## src/rtl/ptd_pkg.sv

```systemverilog
// Package for the palette test diagnostics block: register map, channel codes,
// comparator select codes and reset values.
// Assumes a 32-bit Avalon-MM slave port with a word address.
package ptd_pkg;

  // Register map, word address on the Avalon port.
  localparam logic [1:0] ADDR_DIAG = 2'h0;     // Diagnostic select and result.

  // Channel selector, three bits in the low data bits.
  typedef enum logic [2:0] {
    CHAN_PAL_RED   = 3'h0,
    CHAN_PAL_GREEN = 3'h1,
    CHAN_PAL_BLUE  = 3'h2,
    CHAN_IDENT     = 3'h3,
    CHAN_ACC_RED   = 3'h4,
    CHAN_ACC_GREEN = 3'h5,
    CHAN_ACC_BLUE  = 3'h6,
    CHAN_ANALOG    = 3'h7
  } ptd_chan_t;

  // Colour index used by both the palette and accumulation channels.
  localparam logic [1:0] COL_RED   = 2'h0;
  localparam logic [1:0] COL_GREEN = 2'h1;
  localparam logic [1:0] COL_BLUE  = 2'h2;

  // Field positions in the data word.
  localparam int SEL_LSB    = 0;
  localparam int SEL_MSB    = 2;
  localparam int RESULT_BIT = 3;
  localparam int CMP_LSB    = 4;
  localparam int CMP_MSB    = 7;

  // Comparator select codes, first-named signal greater reads as one.
  localparam logic [3:0] CMP_NORMAL     = 4'h0;
  localparam logic [3:0] CMP_RED_BLUE   = 4'hA;
  localparam logic [3:0] CMP_RED_REF    = 4'h9;
  localparam logic [3:0] CMP_GREEN_BLUE = 4'h6;
  localparam logic [3:0] CMP_GREEN_REF  = 4'h5;

  // Values after reset.
  localparam ptd_chan_t  RST_SEL     = CHAN_IDENT;
  localparam logic [3:0] RST_CMP_SEL = 4'h0;
  localparam logic [7:0] RST_BYTE    = 8'h00;
  localparam logic [1:0] RST_COL     = 2'h0;

  // Identification byte; the value is arbitrary.
  localparam logic [7:0] IDENT_DEFAULT = 8'h5A;

endpackage

```

## src/rtl/ptd_top.sv

```systemverilog
// Palette test diagnostics: data flow check, identification read, per-frame
// ones accumulation and analog comparator select and capture.
// Assumes an Avalon-MM master, palette bytes and video inputs synchronous to clk_sys.
//
// Summary of operation
// - One location: writes set the control word, reads return the selected channel.
// - Selector 000-010 palette RGB, 011 ident, 100-110 accumulation RGB, 111 analog.
// - Palette channel read returns current entry's colour byte before width shift.
// - Palette channel read advances red, green, blue, blue wrapping to red.
// - Ident read returns a fixed byte always, then selector moves to red.
// - Selector returns to ident only by writing the ident code.
// - Accumulation adds ones of chosen byte of every second accessed palette word.
// - All eight bits counted even in reduced six-bit mode.
// - Monitored colour changes only between frames.
// - Accumulator is eight bits and drops overflow.
// - Accumulation runs at half the pixel clock rate.
// - Vsync falling edge copies accumulator to result, then clears accumulator.
// - Result updates only on the vsync pin falling edge.
// - Before next frame the selector is rewritten to another colour.
// - Code 111 enables analog test; upper four bits select, bit 3 result.
// - Compare codes 1010, 1001, 0110, 0101; one means first signal greater.
// - Comparator result latched on falling edge of blanking-derived strobe.
//
// Added by the designer: the Avalon-MM register port and the address map.
`timescale 1ns/10ps
`default_nettype none

module ptd_top #(
  parameter logic [7:0] IDENT_CODE = ptd_pkg::IDENT_DEFAULT  // Arbitrary value.
) (
  input  wire logic        clk_sys,          // System clock, 50 MHz.
  input  wire logic        srst,             // Synchronous reset, active high.
  input  wire logic [1:0]  avs_address,      // Avalon word address.
  input  wire logic        avs_read,         // Avalon read request.
  input  wire logic        avs_write,        // Avalon write request.
  input  wire logic [31:0] avs_writedata,    // Avalon write data.
  input  wire logic [3:0]  avs_byteenable,   // Avalon byte enables.
  output logic      [31:0] avs_readdata,     // Avalon read data, registered.
  output logic             avs_waitrequest,  // Avalon wait request.
  input  wire logic        pixel_clock_in,   // Pixel clock level.
  input  wire logic        vsync_in,         // Vertical sync pin level.
  input  wire logic        blank_in_n,       // Blanking input, active low.
  input  wire logic [7:0]  pal_red,          // Red byte of addressed palette entry.
  input  wire logic [7:0]  pal_green,        // Green byte of addressed palette entry.
  input  wire logic [7:0]  pal_blue,         // Blue byte of addressed palette entry.
  input  wire logic        cmp_result_in,    // Analog comparator output.
  output logic      [3:0]  cmp_select,       // Comparator input selects.
  output logic             analog_test_on    // High while the analog test runs.
);

  ////////////////////////////////////////////////////////////////////////////
  // State.

  typedef struct packed {
    ptd_pkg::ptd_chan_t sel;
    logic [3:0]         cmp_sel;
    logic               cmp_res;
    logic               ack;
    logic [7:0]         rdata;
    logic               vs_q;
    logic               bl_q;
    logic [7:0]         result;
    logic [1:0]         frame_col;
  } ptd_state_t;

  ptd_state_t st;
  ptd_state_t next_st;
  logic [7:0] acc;
  logic       vs_fall;
  logic       bl_fall;
  logic       req;

  ////////////////////////////////////////////////////////////////////////////
  // Helpers.

  // Next colour index in red, green, blue order, blue wrapping to red.
  function automatic logic [1:0] next_col(input logic [1:0] c);
    logic [1:0] n;
    n = ptd_pkg::COL_RED;
    unique case (c)
      ptd_pkg::COL_RED:   n = ptd_pkg::COL_GREEN;
      ptd_pkg::COL_GREEN: n = ptd_pkg::COL_BLUE;
      default:            n = ptd_pkg::COL_RED;
    endcase
    return n;
  endfunction

  // Colour byte of the current palette word for a colour index.
  function automatic logic [7:0] col_byte(input logic [1:0] c,
                                          input logic [7:0] r,
                                          input logic [7:0] g,
                                          input logic [7:0] b);
    logic [7:0] v;
    v = r;
    unique case (c)
      ptd_pkg::COL_GREEN: v = g;
      ptd_pkg::COL_BLUE:  v = b;
      default:            v = r;
    endcase
    return v;
  endfunction

  // True for the three accumulation channel codes.
  function automatic logic is_acc(input ptd_pkg::ptd_chan_t s);
    return s[2] && (s[1:0] != 2'h3);
  endfunction

  ////////////////////////////////////////////////////////////////////////////
  // Edge detection on the video inputs, which are already in this domain.

  // Only the pin edge counts; composite sync never reaches this logic.
  assign vs_fall = st.vs_q && !vsync_in;
  assign bl_fall = st.bl_q && !blank_in_n;
  assign req     = avs_read || avs_write;

  // Each request waits one cycle, so the answer is always registered.
  assign avs_waitrequest = req && !st.ack;

  ////////////////////////////////////////////////////////////////////////////
  // Ones accumulator on the monitored colour of this frame.

  ptd_ones_acc u_acc (
    .clk_sys        (clk_sys),
    .srst           (srst),
    .pixel_clock_in (pixel_clock_in),
    .mon_byte       (col_byte(st.frame_col, pal_red, pal_green, pal_blue)),
    .clear          (vs_fall),
    .acc            (acc)
  );

  ////////////////////////////////////////////////////////////////////////////
  // Next-state logic. A host write in the same cycle as the frame edge wins
  // over the automatic selector change, since software intent must not be lost.

  always_comb begin
    next_st      = st;
    next_st.vs_q = vsync_in;
    next_st.bl_q = blank_in_n;
    next_st.ack  = req && !st.ack;

    // Frame boundary: capture the sum and move to the next colour.
    if (vs_fall) begin
      next_st.result = acc;
      if (is_acc(st.sel)) begin
        next_st.sel = ptd_pkg::ptd_chan_t'({1'b1, next_col(st.sel[1:0])});
      end
    end

    // Comparator capture on the blanking strobe while the analog test runs.
    if (bl_fall && (st.sel == ptd_pkg::CHAN_ANALOG)) begin
      next_st.cmp_res = cmp_result_in;
    end

    // Bus access, performed once in the cycle that raises the acknowledge.
    if (req && !st.ack) begin
      if (avs_write) begin
        if ((avs_address == ptd_pkg::ADDR_DIAG) && avs_byteenable[0]) begin
          next_st.sel     = ptd_pkg::ptd_chan_t'(avs_writedata[ptd_pkg::SEL_MSB:ptd_pkg::SEL_LSB]);
          next_st.cmp_sel = avs_writedata[ptd_pkg::CMP_MSB:ptd_pkg::CMP_LSB];
        end
      end else if (avs_address != ptd_pkg::ADDR_DIAG) begin
        next_st.rdata = 8'h00;
      end else begin
        unique case (st.sel)
          ptd_pkg::CHAN_PAL_RED, ptd_pkg::CHAN_PAL_GREEN, ptd_pkg::CHAN_PAL_BLUE: begin
            next_st.rdata = col_byte(st.sel[1:0], pal_red, pal_green, pal_blue);
            next_st.sel   = ptd_pkg::ptd_chan_t'({1'b0, next_col(st.sel[1:0])});
          end
          ptd_pkg::CHAN_IDENT: begin
            next_st.rdata = IDENT_CODE;
            next_st.sel   = ptd_pkg::CHAN_PAL_RED;
          end
          ptd_pkg::CHAN_ACC_RED, ptd_pkg::CHAN_ACC_GREEN, ptd_pkg::CHAN_ACC_BLUE: begin
            next_st.rdata = st.result;
          end
          ptd_pkg::CHAN_ANALOG: begin
            next_st.rdata = {st.cmp_sel, st.cmp_res, ptd_pkg::CHAN_ANALOG};
          end
        endcase
      end
    end

    // The monitored colour follows the selector only at the frame edge.
    if (vs_fall && is_acc(next_st.sel)) begin
      next_st.frame_col = next_st.sel[1:0];
    end
  end

  ////////////////////////////////////////////////////////////////////////////
  // State register.

  always_ff @(posedge clk_sys) begin
    if (srst) begin
      st.sel       <= ptd_pkg::RST_SEL;
      st.cmp_sel   <= ptd_pkg::RST_CMP_SEL;
      st.cmp_res   <= 1'b0;
      st.ack       <= 1'b0;
      st.rdata     <= ptd_pkg::RST_BYTE;
      st.vs_q      <= 1'b1;
      st.bl_q      <= 1'b1;
      st.result    <= ptd_pkg::RST_BYTE;
      st.frame_col <= ptd_pkg::RST_COL;
    end else begin
      st <= next_st;
    end
  end

  ////////////////////////////////////////////////////////////////////////////
  // Outputs.

  assign avs_readdata   = {24'h00_0000, st.rdata};
  assign cmp_select     = st.cmp_sel;
  assign analog_test_on = (st.sel == ptd_pkg::CHAN_ANALOG);

endmodule // ptd_top

`default_nettype wire

```

## src/rtl/ptd_ones_acc.sv

```systemverilog
// Ones accumulator: counts the one bits of a monitored colour byte at half the
// pixel rate and keeps an 8-bit wrapping sum.
// Assumes the pixel clock arrives as a level synchronous to clk_sys.
`timescale 1ns/10ps
`default_nettype none

module ptd_ones_acc (
  input  wire logic       clk_sys,          // System clock.
  input  wire logic       srst,             // Synchronous reset, active high.
  input  wire logic       pixel_clock_in,   // Pixel clock level.
  input  wire logic [7:0] mon_byte,         // Monitored colour byte.
  input  wire logic       clear,            // Frame boundary: restart the sum.
  output logic      [7:0] acc               // Running sum, registered.
);

  typedef struct packed {
    logic [7:0] acc;
    logic       phase;
    logic       pix_q;
  } ptd_acc_state_t;

  ptd_acc_state_t st;
  ptd_acc_state_t next_st;

  // Population count over all eight bits, regardless of the converter width.
  function automatic logic [7:0] ones8(input logic [7:0] b);
    logic [7:0] n;
    n = 8'h00;
    for (int i = 0; i < 8; i++) begin
      n = n + {7'h00, b[i]};
    end
    return n;
  endfunction

  ////////////////////////////////////////////////////////////////////////////
  // Only every second pixel edge adds, so the adder keeps half-rate timing.
  always_comb begin
    next_st = st;
    next_st.pix_q = pixel_clock_in;
    if (pixel_clock_in && !st.pix_q) begin
      next_st.phase = ~st.phase;
      if (st.phase) begin
        next_st.acc = st.acc + ones8(mon_byte);
      end
    end
    if (clear) begin
      next_st.acc = 8'h00;
    end
  end

  // State register.
  always_ff @(posedge clk_sys) begin
    if (srst) begin
      st <= '0;
    end else begin
      st <= next_st;
    end
  end

  assign acc = st.acc;

endmodule // ptd_ones_acc

`default_nettype wire

```

## config.mk

```make
export PLATFORM = sky130hd
export DESIGN_NAME = ptd_top
export DESIGN_NICKNAME = d
export VERILOG_FILES = /design/src/rtl/ptd_pkg.sv /design/src/rtl/ptd_top.sv /design/src/rtl/ptd_ones_acc.sv
export SDC_FILE = /design/constraint.sdc
export NUM_CORES = 1
export LEC_CHECK = 0
export BUFFER_PORTS_ARGS = -buffer_cell sky130_fd_sc_hd__buf_2
export CORE_AREA = 2 2 70 88
export CTS_BUF_LIST = sky130_fd_sc_hd__clkbuf_8 sky130_fd_sc_hd__clkbuf_16
export CTS_CLUSTER_DIAMETER = 30
export CTS_CLUSTER_SIZE = 8
export DETAILED_ROUTE_END_ITERATION = 10
export DIE_AREA = 0 0 72 90
export PLACE_DENSITY = 0.8
export SKIP_LAST_GASP = 1
export SYNTH_ARGS = -nofsm -noshare
export SYNTH_HDL_FRONTEND = slang
export SYNTH_HIERARCHICAL = 1
export SYNTH_SLANG_ARGS = --single-unit
```

## constraint.sdc

```tcl
create_clock -name clk_sys -period 13.3 [get_ports clk_sys]
set_input_delay 1.33 -clock clk_sys [delete_from_list [all_inputs] [get_ports clk_sys]]
set_output_delay 1.33 -clock clk_sys [all_outputs]
set_load 0.03 [all_outputs]
```

* Word-level counts from Yosys, hierarchy flattened *
Index checks and enable logic that the tools add are counted.

operators by class
  equal/unequal tests = 13
  reduce and logical (&&, ||, !) cells = 24
  bitwise operators = 2
  $add $sub $neg = 8
  multiplexer cells = 13

operator list
  operator                                                          number
  8-bit by 1-bit adder with 8-bit output                            6
  8-bit case mux with 2 select lines                                2
  8-bit case mux with 4 select lines                                1
  7-bit 2-to-1 mux                                                  2
  3-bit == test (second input constant)                             4
  3-bit 2-to-1 mux                                                  4
  1-bit logical AND                                                 9
  8-bit adder                                                       1
  8-bit 2-to-1 mux                                                  1
  3-bit by 2-bit == test with 1-bit output (second input constant)  2
  3-bit case mux with 2 select lines                                1
  3-bit OR reduction                                                2
  2-bit by 1-bit == test with 1-bit output (second input constant)  2
  2-bit == test (second input constant)                             2
  1-bit logical NOT                                                 4
  2-bit logical NOT                                                 2
  4-bit 2-to-1 mux                                                  1
  2-bit != test (second input constant)                             2
  2-bit case mux with 2 select lines                                1
  2-bit AND reduction                                               2
  3-bit by 1-bit == test with 1-bit output (second input constant)  1
  3-bit logical NOT                                                 1
  3-bit AND reduction                                               1
  1-bit by 1-bit adder with 2-bit output                            1
  4 further kinds                                                   5

word-level totals
  word-level logic and storage cells = 72
  register bits after elaboration = 39
  bits of input ports = 70
  output and inout bits = 38

* Depth between registers and ports, before layout *
  word-level depth = 11
  mapped depth = 19

* Hierarchy *
Netlist, hierarchy kept.

modules (own cells, without submodules)
  module        cells each  instances  area each (sq um)
  ptd_top       258         1          1986.9
  ptd_ones_acc  85          1          757.0

* Worst setup path after synthesis *
No wires, ideal clock.

  kind = input -> register
  start = input port pal_blue[0]
  end = register u_acc.st (netlist bit u_acc/acc[6])
  data arrival time = 4624 ps
  slack = 8550 ps
  cell stages on the path = 16
  buffers on the path = 0
  path through = a22oi_1 > o21ai_0 > fa_1 > inv_1 > fa_1 > inv_1 > ha_1 > inv_1 > fa_1 > inv_1 > ha_1 > fa_1 > a21o_1 > a21oi_1 > or3_1 > a21oi_1

between the ends
  longest elaborated chain between the ends = 9

RTL lines
  element                                              RTL line            source
  start: declaration                                   ptd_top.sv:45       input wire logic [7:0] pal_blue,
  8-bit case mux with 2 select lines                   ptd_top.sv:95       unique case (c)
  1-bit by 1-bit adder with 2-bit output               ptd_ones_acc.sv:30  n = n + {7'h00, b[i]};
  8-bit by 1-bit adder with 8-bit output (6 in a row)  ptd_ones_acc.sv:30
  8-bit adder                                          ptd_ones_acc.sv:43  next_st.acc = st.acc + ones8(mon_byte);
  end signal: assignment                               ptd_ones_acc.sv:56  st <= next_st;
  end: declaration                                     ptd_ones_acc.sv:22  ptd_acc_state_t st;

Every way passes these cells.
A chain may end at the register's enable or synchronous reset.

* Worst setup path in the final report *
  start = input port pal_blue[0]
  end = register u_acc.st (netlist bit u_acc/acc[5])

Same word-level chain as after synthesis.

==> results.sh <==
export IMPL_status="complete, no violations"
export IMPL_final_hold_violation_count=0
export IMPL_vias=2368
export IMPL_criticalPathCategory="in2reg"
export IMPL_tightest_slew_ps=609
export IMPL_routedWlPerCell_microns=13.7
export IMPL_ys_warn_count=6
export IMPL_setup_tns_ps=0
export IMPL_grt_pass1_wl_microns=9730
export IMPL_clkSlewWorstSetupHoldPaths_ps=90
export IMPL_clock_sinks=39
export IMPL_routed_wl_microns=5930
export IMPL_comb_power_share_pct=25.2
export IMPL_synthFlopType="dfxtp_1"
export IMPL_synth_top_area_cell="dfxtp_1"
export IMPL_pwr_share_clk_pct=30.5
export IMPL_netlist_area_sq_um=2740
export IMPL_drc=0
export IMPL_fmax_mhz=209
export IMPL_clock_latency_ps=300
export IMPL_cts_buffers=5
export IMPL_cp_data_arrival_time_ps=4990
export IMPL_fp_dieArea_sq_um=6480
export IMPL_slew_viol_final=0
export IMPL_hp_class="reg2reg"
export IMPL_ir_drop_mv=0.0361
export IMPL_cap_viol_max_count=0
export IMPL_synth_edf_count=0
export IMPL_skew_ps=10.3
export IMPL_end_kind="flip-flop"
export IMPL_gp_congestion=0.861
export IMPL_path_cells="buf_2, a22oi_1, o21ai_0, fa_1, inv_1, fa_1, inv_1, ha_1, fa_1, ha_1, ha_1, a211oi_1, o21bai_1, a41o_2"
export IMPL_cp_max_fo=4
export IMPL_postCtsSetupRepairBufs=0
export IMPL_multi_input_area_sq_um=1570
export IMPL_synth_seq_cells=39
export IMPL_drive_gt1_share_pct=20.1
export IMPL_max_clock_path_buffers=2
export IMPL_cp_slowest_cell="fa_1"
export IMPL_cts_resized=0
export IMPL_setup_viol=0
export IMPL_nets=455
export IMPL_synth_cells=343
export IMPL_regArea_sq_um=781
export IMPL_area_growth_syn_to_layout_pct=4.29
export IMPL_detail_route_antenna_nets=0
export IMPL_maxSlewHeadroom_pct=59.3
export IMPL_p_seq_share_pct=44.3
export IMPL_period_share_pct=36.0
export IMPL_critPathTopFamily="adder cells"
export IMPL_avgSynthCellArea_sq_um=8.00
export IMPL_cp_required_ps=13510
export IMPL_power_density_nw_per_um2=95.8
export IMPL_p_total_w=0.000274
export IMPL_r2r_slack_ps=8790
export IMPL_dpl_hpwl_microns=4620
export IMPL_dr_pass1_iters=4
export IMPL_critPathBufInv=3
export IMPL_synth_area_top_cells="dfxtp_1 (28%), buf_4 (12%), nand2_1 (6.4%), ha_1 (5.9%), a21oi_1 (5.5%)"
export IMPL_yosysTopAreaCellShare_pct=28.5
export IMPL_min_period_ps=4780
export IMPL_grt_total_usage_pct=18.6
export IMPL_hold_buffers=0
export IMPL_grt_pass1_vias=2225
export IMPL_rsz0062_at_grt="no"
export IMPL_ys_types=52
export IMPL_grt_overflow_total=0
export IMPL_max_stage_delay_ps=560
export IMPL_drtIter0Drc=149
export IMPL_p_int_w=0.000181
export IMPL_row_count=31
export IMPL_cellLeakagePower_nw=1.24
export IMPL_grt_max_degree=35
export IMPL_cp_start_kind="primary input"
export IMPL_p_sw_share_pct=33.8
export IMPL_diodes=0
export IMPL_power_switching_w=0.0000925
export IMPL_pin_count=108
export IMPL_routed_via_density=5.46
export IMPL_async_flop_share_pct=0
export IMPL_start_util_pct=48.1
export IMPL_htree_levels=2
export IMPL_coreArea_sq_um=5700
export IMPL_root_buffer="clkbuf_8"
export IMPL_die_h_microns=90
export IMPL_antenna_found_initial=0
export IMPL_holdWs_ps=459
export IMPL_num_fill_cells=560
export IMPL_io_buffers=55
export IMPL_ys_seq_area_share_pct=28.5
export IMPL_post_route_util_pct=50.2
export IMPL_dieWidth_microns=72
export IMPL_cts_tree="done"
registers in the layout, summed over array words and instances, names as in the netlist:
register      cells
avs_readdata      8
st               17
cmp_select        4
u_acc/st          2
u_acc/acc         8
cells by family after synthesis:
| kind of cell | after synthesis | share of synthesized area (%) |
|---|---|---|
| adders and majority gates | 18 | 9.58 |
| xor gates and xnor gates | 2 | 0.639 |
| muxes | 5 | 1.82 |
| AOI/OAI and AO/OA | 101 | 23.8 |
| buffers and inverters | 77 | 17.5 |
| and+or+nand+nor | 100 | 18.1 |
| DFF | 39 | 28.5 |
| other | 1 | 0.137 |
path summary, 6_finish.rpt:
path,depth (start not counted),endpoint,start
setup reg to reg,14,u_acc/acc[5]$_SDFFE_PP0P_,st[0]$_SDFFE_PP0P_
setup / recovery,14,u_acc/acc[5]$_SDFFE_PP0P_,pal_blue[0]
hold / removal,2,st[5]$_SDFFE_PP0N_,st[5]$_SDFFE_PP0N_
hold reg to reg,2,st[5]$_SDFFE_PP0N_,st[5]$_SDFFE_PP0N_
layout make-up:
type / count / area share (%)
inverters: 16 / 2.10
clock buffers: 5 / 2.40
clock inverters: 3 / 0.875
flip-flops and latches: 39 / 27.3
repair buffers: 55 / 9.62
multi-input cells: 250 / 54.8
well taps: 66 / 2.89
stage by stage:
| step | cell area (sq um) | std cells | setup slack (ps) |
|---|---|---|---|
| after floorplan | 2830 | 366 | 8550 |
| after global placement | 2770 | 426 | 8220 |
| after detailed placement | 2770 | 426 | 8180 |
| after CTS | 2860 | 434 | 8500 |
| after global routing | 2860 | 434 | 8220 |
| final | 2860 | 434 | 8520 |
layer usage:
metal | vias to the layer above | global-route usage, % | part of all wire [%]
met3 | 17 | 3.48 | 4.8
li1 | 1180 | - | -
met5 | - | 0 | 0
met4 | 0 | 8.96 | 2.8
met2 | 70 | 33.3 | 53
met1 | 1101 | 20.5 | 39
worst register-to-register path, delay by kind of cell, from the launching register on:
kind,cells,cell delay [ps]
AOI/OAI and AO/OA,4,1040
adders and majority gates,7,2850
DFF,1,370
buffers and inverters,3,150
power groups by stage:
stage | Clock (W) | Sequential (W) | Combinational, W
6_report | 0.0000836 | 0.000121 | 0.0000690
5_1_grt | 0.0000893 | 0.000122 | 0.0000772
4_1_cts | 0.0000841 | 0.000121 | 0.0000691
3_5_place_dp | 0 | 0.000124 | 0.0000688
3_3_place_gp | 0 | 0.000124 | 0.0000669
2_1_floorplan | 0 | 0.000124 | 0.0000580
cell usage in the layout (no fill, tap or decap), drive strengths merged, types with 5 or more instances in the layout:
cell type and n:
a31oi 5, a211oi 8, dfxtp 39, mux2i 5
buf 55, clkbuf 5, conb 24, a21oi 30
inv 15, nor2 20, a21o 5, a22oi 18
fa 5, ha 13, o21ai 18, nand2 47
synthesized netlist by cell type (all sizes together) (2+ instances only):
cell     count
a21oi       30
or3          4
ha          13
a21boi       2
a41o         2
o211ai       3
a222oi       3
and2         2
a31oi        5
o21ai       18
a211oi       8
a21o         5
nand3        2
clkbuf      11
dfxtp       39
nor3         4
or2          4
a2111oi      2
a22oi       18
buf         50
nor2        20
nand2       47
or3b         2
xnor2        2
mux2i        5
nand3b       4
fa           5
nor2b        4
inv         15
Note: power is estimated with default switching activity, not from simulation.
